$ cat config.mk
export PLATFORM = sky130hd
export DESIGN_NAME = imt_top
export DESIGN_NICKNAME = d
export VERILOG_FILES = /design/src/core/imt_pkg.sv /design/src/core/imt_sync.sv /design/src/core/imt_tick.sv /design/src/core/imt_top.sv
export VERILOG_INCLUDE_DIRS = /design/src /design/src/core
export SDC_FILE = /design/constraint.sdc
export NUM_CORES = 1
export LEC_CHECK = 0
export ABC_AREA = 1
export BUFFER_PORTS_ARGS = -buffer_cell sky130_fd_sc_hd__clkbuf_2
export CAP_MARGIN = 0
export CORE_MARGIN = 2
export CORE_UTILIZATION = 45
export DETAILED_ROUTE_END_ITERATION = 10
export SETUP_SLACK_MARGIN = 0.4
export SYNTH_ARGS = -nofsm -noshare
export SYNTH_HDL_FRONTEND = slang
export SYNTH_HIERARCHICAL = 1
export SYNTH_SLANG_ARGS = --single-unit
$ cat constraint.sdc
create_clock -name clk -period 6.23 [get_ports clk]
set_input_delay 1.246 -clock clk [delete_from_list [all_inputs] [get_ports clk]]
set_output_delay 1.246 -clock clk [all_outputs]
set_load 0.005 [all_outputs]
$ cat src/core/imt_defines.svh
// Purpose: Constants for the inactivity monitor timer
// Assumes: 25 MHz system clock, one 16-bit control/status I/O port
// Notes:   Offsets, field positions, reset values and timing counts
//
// Functional notes
// (RULE_01) Request-activity enable gates all pending request bits; requests 8,7,0 individually maskable.
// (RULE_02) Timeout counter is 17 bits; read-only bit 14 shows counter bit twelve.
// (RULE_03) Test mode clocks the monitor faster and bypasses nine counter stages.
// (RULE_04) Activity latch sets on any unmasked activity, regardless of master enable.
// (RULE_05) Writing zero clears the activity latch; writing one leaves it alone.
// (RULE_06) Timeout without activity sets inactivity-detected and requests local attention.
// (RULE_07) Zero to inactivity-detected or master enable clears detected, after and before flags.
// (RULE_08) Activity while inactivity-detected is set sets the read-only after flag.
// (RULE_09) Activity clearing the counter before detection sets the read-only before flag.
// (RULE_10) Software counting timeout periods resets its count when the before flag is set.
// (RULE_11) Master enable starts counting; each unmasked activity clears the counter.
// (RULE_12) Clearing master enable puts the monitor idle with counting stopped.
// (RULE_13) After a timeout the counter clears and a new sequence starts at once.
// (RULE_14) Coarse field bits 7..4 give value times 64 seconds.
// (RULE_15) Software changes timeout fields only while disabled; fields readable any time.
// (RULE_16) Bits 15, 13..11, 8..0 read/write; bits 14, 10, 9 read-only.
// (RULE_17) Transitions on the selected power input also assert local attention.
// (RULE_18) Fine field bits 3..0 give value times 7.8 milliseconds.
// (RULE_19) Timeout compared against the counter is fine plus coarse delay.
// (RULE_20) Request, in-service, power, NMI, DMA and I/O sources count unless masked.
// (RULE_21) Activity from other clock domains is synchronised before use.
`ifndef IMT_DEFINES_SVH
`define IMT_DEFINES_SVH

`define IMT_CTRL_ADDR     16'hB072
`define IMT_CTRL_RST      16'h0000

`define IMT_BIT_REQ_EN    15
`define IMT_BIT_COUNTER_BIT_TWELVE      14
`define IMT_BIT_TEST      13
`define IMT_BIT_LATCH     12
`define IMT_BIT_INACTIVITY_DETECTED     11
`define IMT_BIT_AFTER     10
`define IMT_BIT_BEFORE    9
`define IMT_BIT_ENABLE    8
`define IMT_COARSE_HI     7
`define IMT_COARSE_LO     4
`define IMT_FINE_HI       3
`define IMT_FINE_LO       0

`define IMT_CASCADE_BIT   2
`define IMT_CNT_W         17
`define IMT_CNT_TAP       12
`define IMT_BYPASS_STAGES 9
`define IMT_COARSE_WEIGHT 8192

`define IMT_CLK_NS        40
`define IMT_FINE_STEP_NS  7800000
`define IMT_FINE_TICK_CYC ((`IMT_FINE_STEP_NS + `IMT_CLK_NS - 1) / `IMT_CLK_NS)
`define IMT_TEST_TICK_CYC 16

`endif

$ cat src/core/imt_pkg.sv
// Purpose: Types for the inactivity monitor timer
// Assumes: Constants come from imt_defines.svh
// Notes:   Types only
package imt_pkg;
   typedef enum logic [0:0] {
      IMT_IDLE = 1'b0,
      IMT_RUN  = 1'b1
   } imt_state_t;
endpackage

$ cat src/core/imt_sync.sv
// Purpose: Three-stage input synchroniser with agreement filter
// Assumes: Inputs are asynchronous to clk
// Notes:   Output changes only when stages two and three agree
`timescale 1ns/1ps
module imt_sync #(
   parameter int W = 1
) (
   input  wire logic         clk,
   input  wire logic         rst_n,
   input  wire logic [W-1:0] async_in,
   output logic      [W-1:0] sync_out
);
   logic [W-1:0] s1_q, s2_q, s3_q, out_q;
   logic [W-1:0] out_d;

   if (W < 1) $error("imt_sync: W must be at least 1");

   // Stage one feeds only stage two
   for (genvar i = 0; i < W; i++) begin : g_bit
      always_comb begin
         out_d[i] = (s2_q[i] == s3_q[i]) ? s3_q[i] : out_q[i];
      end
   end

   always_ff @(posedge clk or negedge rst_n) begin
      if (!rst_n) begin
         s1_q  <= '0;
         s2_q  <= '0;
         s3_q  <= '0;
         out_q <= '0;
      end else begin
         s1_q  <= async_in;
         s2_q  <= s1_q;
         s3_q  <= s2_q;
         out_q <= out_d;
      end
   end

   assign sync_out = out_q;
endmodule // imt_sync

$ cat src/core/imt_tick.sv
// Purpose: Timebase prescaler for the timeout counter
// Assumes: run low holds the prescaler cleared
// Notes:   fast selects the short test period
`timescale 1ns/1ps
module imt_tick #(
   parameter int NORM_DIV = 195000,
   parameter int TEST_DIV = 16
) (
   input  wire logic clk,
   input  wire logic rst_n,
   input  wire logic run,
   input  wire logic fast,
   output logic      tick
);
   localparam int PW = $clog2(NORM_DIV + 1);
   logic [PW-1:0] pre_q, pre_d;
   logic          tick_q, tick_d;

   if (NORM_DIV < 2 || TEST_DIV < 2 || TEST_DIV > NORM_DIV)
      $error("imt_tick: dividers must be at least 2, test not above normal");

   always_comb begin
      pre_d  = pre_q + PW'(1);
      tick_d = 1'b0;
      if (!run) begin
         pre_d = '0;
      end else if (pre_q >= (fast ? PW'(TEST_DIV - 1) : PW'(NORM_DIV - 1))) begin
         pre_d  = '0;
         tick_d = 1'b1;
      end
   end

   always_ff @(posedge clk or negedge rst_n) begin
      if (!rst_n) begin
         pre_q  <= '0;
         tick_q <= 1'b0;
      end else begin
         pre_q  <= pre_d;
         tick_q <= tick_d;
      end
   end

   assign tick = tick_q;
endmodule // imt_tick

$ cat src/core/imt_top.sv
// Purpose: Inactivity monitor: timeout counter, status flags, control port
// Assumes: Mask logic outside supplies per-bit masks and pre-masked sources
// Notes:   Register reached at its I/O port address; read data one cycle later
`timescale 1ns/1ps
`include "imt_defines.svh"
module imt_top
   import imt_pkg::*;
#(
   parameter int FINE_TICK_CYC = `IMT_FINE_TICK_CYC,
   parameter int TEST_TICK_CYC = `IMT_TEST_TICK_CYC
) (
   input  wire logic        clk,
   input  wire logic        rst_n,
   input  wire logic [15:0] io_addr,
   input  wire logic        io_wr_en,
   input  wire logic        io_rd_en,
   input  wire logic [15:0] io_wdata,
   output logic      [15:0] io_rdata,
   output logic             io_rd_valid,
   input  wire logic [15:0] pending_request_bits,
   input  wire logic [15:0] in_service_bits,
   input  wire logic [15:0] request_mask,
   input  wire logic [15:0] service_mask,
   input  wire logic [3:0]  other_activity,
   input  wire logic        selected_power_input,
   output logic             local_attention_out,
   output logic             monitor_running
);
   localparam int CW = `IMT_CNT_W;
   localparam int SW = 16 + 16 + 4 + 1;

   if (FINE_TICK_CYC < 2 || TEST_TICK_CYC < 2 || TEST_TICK_CYC > FINE_TICK_CYC)
      $error("imt_top: tick counts must be at least 2, test not above normal");

   ////////////////////////////////////////////////////////////////////////////
   // Port decode

   function automatic logic port_hit(input logic [15:0] a);
      if (a == `IMT_CTRL_ADDR) begin
         return 1'b1;
      end else begin
         return 1'b0;
      end
   endfunction

   logic wr_hit, rd_hit;
   assign wr_hit = io_wr_en && port_hit(io_addr);
   assign rd_hit = io_rd_en && port_hit(io_addr);

   ////////////////////////////////////////////////////////////////////////////
   // Input synchronisation

   logic [SW-1:0] raw_in, syn_in;
   logic [15:0]   req_s, srv_s;
   logic [3:0]    oth_s;
   logic          pwr_s;

   assign raw_in = {pending_request_bits, in_service_bits, other_activity,
                    selected_power_input};

   imt_sync #(.W(SW)) u_sync ( // RULE_21
      .clk      (clk),
      .rst_n    (rst_n),
      .async_in (raw_in),
      .sync_out (syn_in)
   );

   assign req_s = syn_in[SW-1 -: 16];
   assign srv_s = syn_in[SW-17 -: 16];
   assign oth_s = syn_in[4:1];
   assign pwr_s = syn_in[0];

   ////////////////////////////////////////////////////////////////////////////
   // Activity detection

   logic [15:0] ctrl_q, ctrl_d;
   imt_state_t  state_q, state_d;
   logic [15:0] req_term, srv_term, cascade_keep;
   logic        act;

   assign cascade_keep = ~(16'h0001 << `IMT_CASCADE_BIT);

   always_comb begin
      // Cascade line carries no activity of its own
      srv_term = srv_s & ~service_mask & cascade_keep;                 // RULE_20
      req_term = 16'h0000;
      if (ctrl_q[`IMT_BIT_REQ_EN]) begin
         req_term = req_s & ~request_mask & cascade_keep;              // RULE_01
      end
      act = (|req_term) || (|srv_term) || (|oth_s);                   // RULE_20
   end

   ////////////////////////////////////////////////////////////////////////////
   // Control and status

   logic        latch_q, latch_d;
   logic        inactivity_detected_q, inactivity_detected_d;
   logic        after_q, after_d;
   logic        before_q, before_d;
   logic        attn_q, attn_d;
   logic        pwr_prev_q, pwr_prev_d;
   logic        flag_clr, timeout, pwr_edge;

   always_comb begin
      ctrl_d = ctrl_q;
      if (wr_hit) begin
         // Read-only positions never take write data
         ctrl_d = io_wdata & 16'hB9FF;                                 // RULE_16
      end
      flag_clr = wr_hit && (!io_wdata[`IMT_BIT_INACTIVITY_DETECTED]
                            || !io_wdata[`IMT_BIT_ENABLE]);            // RULE_07
      pwr_edge = pwr_s ^ pwr_prev_q;
      pwr_prev_d = pwr_s;

      latch_d = latch_q;
      if (wr_hit && !io_wdata[`IMT_BIT_LATCH]) begin
         latch_d = 1'b0;                                               // RULE_05
      end
      if (act) begin
         latch_d = 1'b1;                                               // RULE_04
      end

      inactivity_detected_d  = flag_clr ? 1'b0 : inactivity_detected_q;
      after_d  = flag_clr ? 1'b0 : after_q;
      before_d = flag_clr ? 1'b0 : before_q;
      attn_d   = flag_clr ? 1'b0 : attn_q;
      // Sets win over a clear in the same cycle
      if (timeout) begin
         inactivity_detected_d = 1'b1;                                               // RULE_06
         attn_d  = 1'b1;                                               // RULE_06
      end
      if (act && inactivity_detected_q) begin
         after_d = 1'b1;                                               // RULE_08
      end
      if (act && state_q == IMT_RUN && !inactivity_detected_q) begin
         before_d = 1'b1;                                              // RULE_09
      end
      if (pwr_edge) begin
         attn_d = 1'b1;                                                // RULE_17
      end
   end

   always_ff @(posedge clk or negedge rst_n) begin
      if (!rst_n) begin
         ctrl_q     <= `IMT_CTRL_RST;
         latch_q    <= 1'b0;
         inactivity_detected_q    <= 1'b0;
         after_q    <= 1'b0;
         before_q   <= 1'b0;
         attn_q     <= 1'b0;
         pwr_prev_q <= 1'b0;
      end else begin
         ctrl_q     <= ctrl_d;
         latch_q    <= latch_d;
         inactivity_detected_q    <= inactivity_detected_d;
         after_q    <= after_d;
         before_q   <= before_d;
         attn_q     <= attn_d;
         pwr_prev_q <= pwr_prev_d;
      end
   end

   ////////////////////////////////////////////////////////////////////////////
   // Timeout counter and state

   logic [CW-1:0] cnt_q, cnt_d, target, step;
   logic [CW:0]   sum;
   logic          tick;

   imt_tick #(
      .NORM_DIV (FINE_TICK_CYC),
      .TEST_DIV (TEST_TICK_CYC)
   ) u_tick (
      .clk   (clk),
      .rst_n (rst_n),
      .run   (state_q == IMT_RUN),
      .fast  (ctrl_q[`IMT_BIT_TEST]),                                  // RULE_03
      .tick  (tick)
   );

   always_comb begin
      target = CW'(ctrl_q[`IMT_COARSE_HI:`IMT_COARSE_LO]) * CW'(`IMT_COARSE_WEIGHT) // RULE_14
             + CW'(ctrl_q[`IMT_FINE_HI:`IMT_FINE_LO]);                 // RULE_18 RULE_19
      // Test mode skips the low stages so long timeouts can be exercised
      step = ctrl_q[`IMT_BIT_TEST] ? CW'(1) << `IMT_BYPASS_STAGES : CW'(1); // RULE_03
      sum  = {1'b0, cnt_q} + {1'b0, step};
      state_d = ctrl_q[`IMT_BIT_ENABLE] ? IMT_RUN : IMT_IDLE;          // RULE_11 RULE_12
      cnt_d   = cnt_q;
      timeout = 1'b0;
      case (state_q)
         IMT_IDLE: begin
            cnt_d = '0;                                                // RULE_12
         end
         IMT_RUN: begin
            if (act) begin
               cnt_d = '0;                                             // RULE_11
            end else if (tick) begin
               if (sum >= {1'b0, target}) begin
                  cnt_d   = '0;                                        // RULE_13
                  timeout = 1'b1;                                      // RULE_06
               end else begin
                  cnt_d = sum[CW-1:0];
               end
            end
         end
         default: begin
            cnt_d = '0;
         end
      endcase
   end

   always_ff @(posedge clk or negedge rst_n) begin
      if (!rst_n) begin
         state_q <= IMT_IDLE;
         cnt_q   <= '0;
      end else begin
         state_q <= state_d;
         cnt_q   <= cnt_d;
      end
   end

   ////////////////////////////////////////////////////////////////////////////
   // Read path

   logic [15:0] view, rdata_q, rdata_d;
   logic        rvalid_q, rvalid_d, run_q;

   always_comb begin
      view = ctrl_q;                                                   // RULE_15
      view[`IMT_BIT_COUNTER_BIT_TWELVE]   = cnt_q[`IMT_CNT_TAP];                     // RULE_02
      view[`IMT_BIT_LATCH]  = latch_q;
      view[`IMT_BIT_INACTIVITY_DETECTED]  = inactivity_detected_q;
      view[`IMT_BIT_AFTER]  = after_q;
      view[`IMT_BIT_BEFORE] = before_q;
      rdata_d  = rd_hit ? view : 16'h0000;
      rvalid_d = io_rd_en;
   end

   always_ff @(posedge clk or negedge rst_n) begin
      if (!rst_n) begin
         rdata_q  <= 16'h0000;
         rvalid_q <= 1'b0;
         run_q    <= 1'b0;
      end else begin
         rdata_q  <= rdata_d;
         rvalid_q <= rvalid_d;
         run_q    <= (state_d == IMT_RUN);
      end
   end

   assign io_rdata            = rdata_q;
   assign io_rd_valid         = rvalid_q;
   assign local_attention_out = attn_q;
   assign monitor_running     = run_q;

   ////////////////////////////////////////////////////////////////////////////
   // Checks

   a_req_gate: assert property (@(posedge clk) disable iff (!rst_n) // RULE_01
      !ctrl_q[`IMT_BIT_REQ_EN] |-> req_term == 16'h0000)
      else $error("request bits counted while gate is off");

   a_counter_bit_twelve_view: assert property (@(posedge clk) disable iff (!rst_n) // RULE_02
      rd_hit |=> io_rdata[`IMT_BIT_COUNTER_BIT_TWELVE] == $past(cnt_q[`IMT_CNT_TAP]))
      else $error("bit 14 does not show counter bit twelve");

   a_test_step: assert property (@(posedge clk) disable iff (!rst_n) // RULE_03
      (state_q == IMT_RUN && tick && ctrl_q[`IMT_BIT_TEST] && !act && !timeout)
      |=> cnt_q == $past(cnt_q) + CW'(512))
      else $error("test mode step is not 512");

   a_latch_sets: assert property (@(posedge clk) disable iff (!rst_n) // RULE_04
      act |=> latch_q)
      else $error("activity latch missed an event");

   a_latch_clear: assert property (@(posedge clk) disable iff (!rst_n) // RULE_05
      (wr_hit && !act) |=> latch_q == $past(io_wdata[`IMT_BIT_LATCH] && latch_q))
      else $error("activity latch write behaved wrongly");

   a_flag_clear: assert property (@(posedge clk) disable iff (!rst_n) // RULE_07
      (flag_clr && !act && !timeout) |=> !inactivity_detected_q && !after_q && !before_q)
      else $error("status flags not cleared");

   a_timeout_flag: assert property (@(posedge clk) disable iff (!rst_n) // RULE_06
      timeout |=> inactivity_detected_q && local_attention_out && cnt_q == '0)
      else $error("timeout did not flag and restart");

   a_after_flag: assert property (@(posedge clk) disable iff (!rst_n) // RULE_08
      (act && inactivity_detected_q) |=> after_q)
      else $error("after flag not set");

   a_before_flag: assert property (@(posedge clk) disable iff (!rst_n) // RULE_09
      (act && state_q == IMT_RUN && !inactivity_detected_q) |=> before_q)
      else $error("before flag not set");

   a_act_clear: assert property (@(posedge clk) disable iff (!rst_n) // RULE_11
      (act && state_q == IMT_RUN) |=> cnt_q == '0)
      else $error("activity did not clear counter");

   a_idle_stop: assert property (@(posedge clk) disable iff (!rst_n) // RULE_12
      (state_q == IMT_IDLE) [*2] |-> cnt_q == '0 && !timeout)
      else $error("counter moving while idle");

   a_power_attn: assert property (@(posedge clk) disable iff (!rst_n) // RULE_17
      pwr_edge |=> local_attention_out)
      else $error("power input transition lost");
endmodule // imt_top

==> metrics.md <==
| Metric | Value |
|---|---|
| Worst Skew | 19.2 ps |
| Synthesis warning total | 6 |
| Fraction of layout instances using a drive strength above 1 | 21.3% |
| TritonCTS clock tree | yes |
| Worst Tran Pin Value | 824 ps |
| Pin count of the biggest net entering global routing | 111 |
| Number of vias per cell | 4.62 |
| Crit end category | flop |
| Placer congestion estimate | 0.769 |
| Die extent in x | 143 µm |
| Max_slew headroom | 44.9% |
| Chip height | 143 µm |
| Leakage power | 5.32 nW |
| DPL Wire Length | 11500 µm |
| Post-route ant nets | 0 |
| Data required time of the worst path | 6610 ps |
| First-iteration detailed-routing DRC count | 227 |
| Worst-skew pair later-pin latency | 510 ps |
| RSZ-0062 raised after global routing | false |
| Buffer cell driving the clock tree root | clkbuf_16 |
| Worst-path cell chain | inv_1, ha_1, ha_1, nand3_2, inv_2, nand3_2, nand2_2, nand2_4, nor2_1, xor2_1, inv_1, ha_1, nand2_1, nor2_1, nand3_1, nor2_1, nand3b_1, nand2_2, nand2_4, nand3_1, nand2_1 |
| H-tree depth | 1 |
| # setup viols final | 0 |
| Fin. Hold Viols | 0 |
| Top Ports | 124 |
| Synth Net Count | 1029 |
| Highest metal layer with signal wires | met4 |
| First-pass detailed-route iteration total | 5 |
| Max Transition Viols Final | 0 |
| Total power density per cell area | 297 mW/mm² |
| Clock slew seen by the registers of the worst setup and hold paths | 60 ps |
| Result of the run | finished, final reports clean |
| Number of instances in the synthesized netlist | 900 |
| Total power of the final layout | 0.00306 W |
| Critical Setup Path Class | flop to flop |
| Arrival time of the worst setup path | 3790 ps |
| Buffer count from post-CTS setup fixing | 0 |
| Post-layout net count | 1160 |
| Total inserted antenna cells | 0 |
| Global-route wire length before repair | 27400 µm |
| Total standard cell area after synthesis | 0.00872 mm² |
| Global-route usage over all layers | 16.6% |
| Starting density of the core | 46.3% |
| Min-Delay Path Class | flop to flop |
| Initial antenna violation count | 0 |
| Floorplan row count | 50 |
| Input/output buffers | 116 |
| Combined area of the multi-input logic cells | 0.00287 mm² |
| CP max stage cell | dfrtp_1 |
| Via count | 6035 |
| Clock sinks | 211 |
| Final critical-path share of the clock period | 54.7% |
| Sum of negative setup slack | 0 ps |
| DR WL met2 | 7430 µm |
| Residual overflow from global routing | 0 |
| Drt wl/cell | 12.4 µm |
| Time the final worst path needs with I/O delays and setup | 3410 ps |
| Standard cell core area | 0.0188 mm² |
| Crit Path Max Fanout | 18 |
| Routed metal-1 wire length | 7730 µm |
| Hold Worst Slack | 347 ps |
| Met3 Wirelength | 847 µm |
| Max Freq | 293 MHz |
| Number of DRC violations after detailed routing | 0 |
| Area added between synthesis and finish | 18.4% |
| Clk buf depth | 3 |
| IR drop worst, VDD | 234 µV |
| Average cell area after synthesis | 9.69 µm² |
| Floorplan die area | 0.0205 mm² |
| Final core area utilization | 54.8% |
| Critical path launch point type | flop |
| Number of global-route vias before repair | 5620 |
| Post-cts resize count | 0 |
| # fillers | 1725 |
| Clock buffers created by TritonCTS | 22 |
| CTS Hold Buffers Added | 0 |
| Final wirelength | 16200 µm |
| Area occupied by registers | 0.00528 mm² |
| Max-capacitance violation count | 0 |
| Largest stage delay on the critical path | 570 ps |
## cells in the final DEF (no fill, tap or decap), types with 2 or more instances in the layout
master      instances
o21ai_0            18
clkbuf_2          115
xor2_1              6
nor2_2             20
inv_1             127
nor2_1            112
or2_2               5
nor4_1              2
o22ai_1             7
nand3_1            43
nand2_2            13
clkinv_2            2
dfrtp_1           211
clkbuf_1            3
clkbuf_8            5
nand2_1           191
ha_1               24
a21oi_1            44
clkinvlp_4          4
nor2_4              3
o21a_1              2
o21bai_1            5
inv_2               2
nand3b_1            6
nand2_4             4
bufinv_16           2
nand3_2            15
clkbuf_16          22
nand4_1            19
## metrics by stage
step	std cells	instance area (µm²)	setup WS, ps
after global placement	1267	9580	2760
after detailed placement	1267	9580	2760
after CTS	1306	10300	2740
after global routing	1306	10300	2440
final	1306	10300	2820
after floorplan	900	8720	3300
## worst paths after layout
check	start	endpoint	slack [ps]	cells after the start
worst max register to register	ctrl_q[13]	cnt_q[5]	2820	21
min in group asynchronous	rst_n	u_sync/s2_q[22]	760	1
worst max-delay path	ctrl_q[13]	cnt_q[5]	2820	21
worst min-delay path	u_sync/s1_q[33]	u_sync/s2_q[33]	350	0
worst min register to register	u_sync/s1_q[33]	u_sync/s2_q[33]	350	0
max in group asynchronous	rst_n	cnt_q[15]	4410	2
## final cells by class
type | instances | share of cell area, %
Sequential cell | 211 | 51.2
Multi-Input combinational cell | 549 | 27.8
Clock buffer | 30 | 6.11
Timing Repair Buffer | 118 | 5.99
Inverter | 129 | 4.69
Tap cell | 260 | 3.15
Clock inverter | 9 | 1.13
## report_power, final
| group | internal [W] | switching [W] |
|---|---|---|
| registers | 0.00145 | 0.0000536 |
| clock network | 0.000794 | 0.000526 |
| logic | 0.0000910 | 0.000146 |
| total | 0.00234 | 0.000726 |
## sequential cells by signal, summed over array words and instances (netlist names), 11 cells and up
| register | cells |
|---|---|
| u_sync/s1_q | 35 |
| u_sync/s2_q | 35 |
| u_sync/s3_q | 35 |
| u_sync/sync_out | 35 |
| u_tick/pre_q | 18 |
| cnt_q | 17 |
| io_rdata | 16 |
| ctrl_q | 11 |
## worst max-delay path, delay by kind of cell (launching register included)
family,cells,cell delay (ps)
AND/OR/NAND/NOR,14,1440
adder cells (fa/ha/maj),3,650
flip-flops,1,570
buffers and inverters,3,400
XOR/XNOR,1,230
## layer usage
layer	GRT usage [%]	up-vias
met5	0	-
met4	3.91	0
met3	2.95	25
met2	26.8	111
met1	23.6	2798
li1	-	3101
Power figures use the tool's default switching activity.
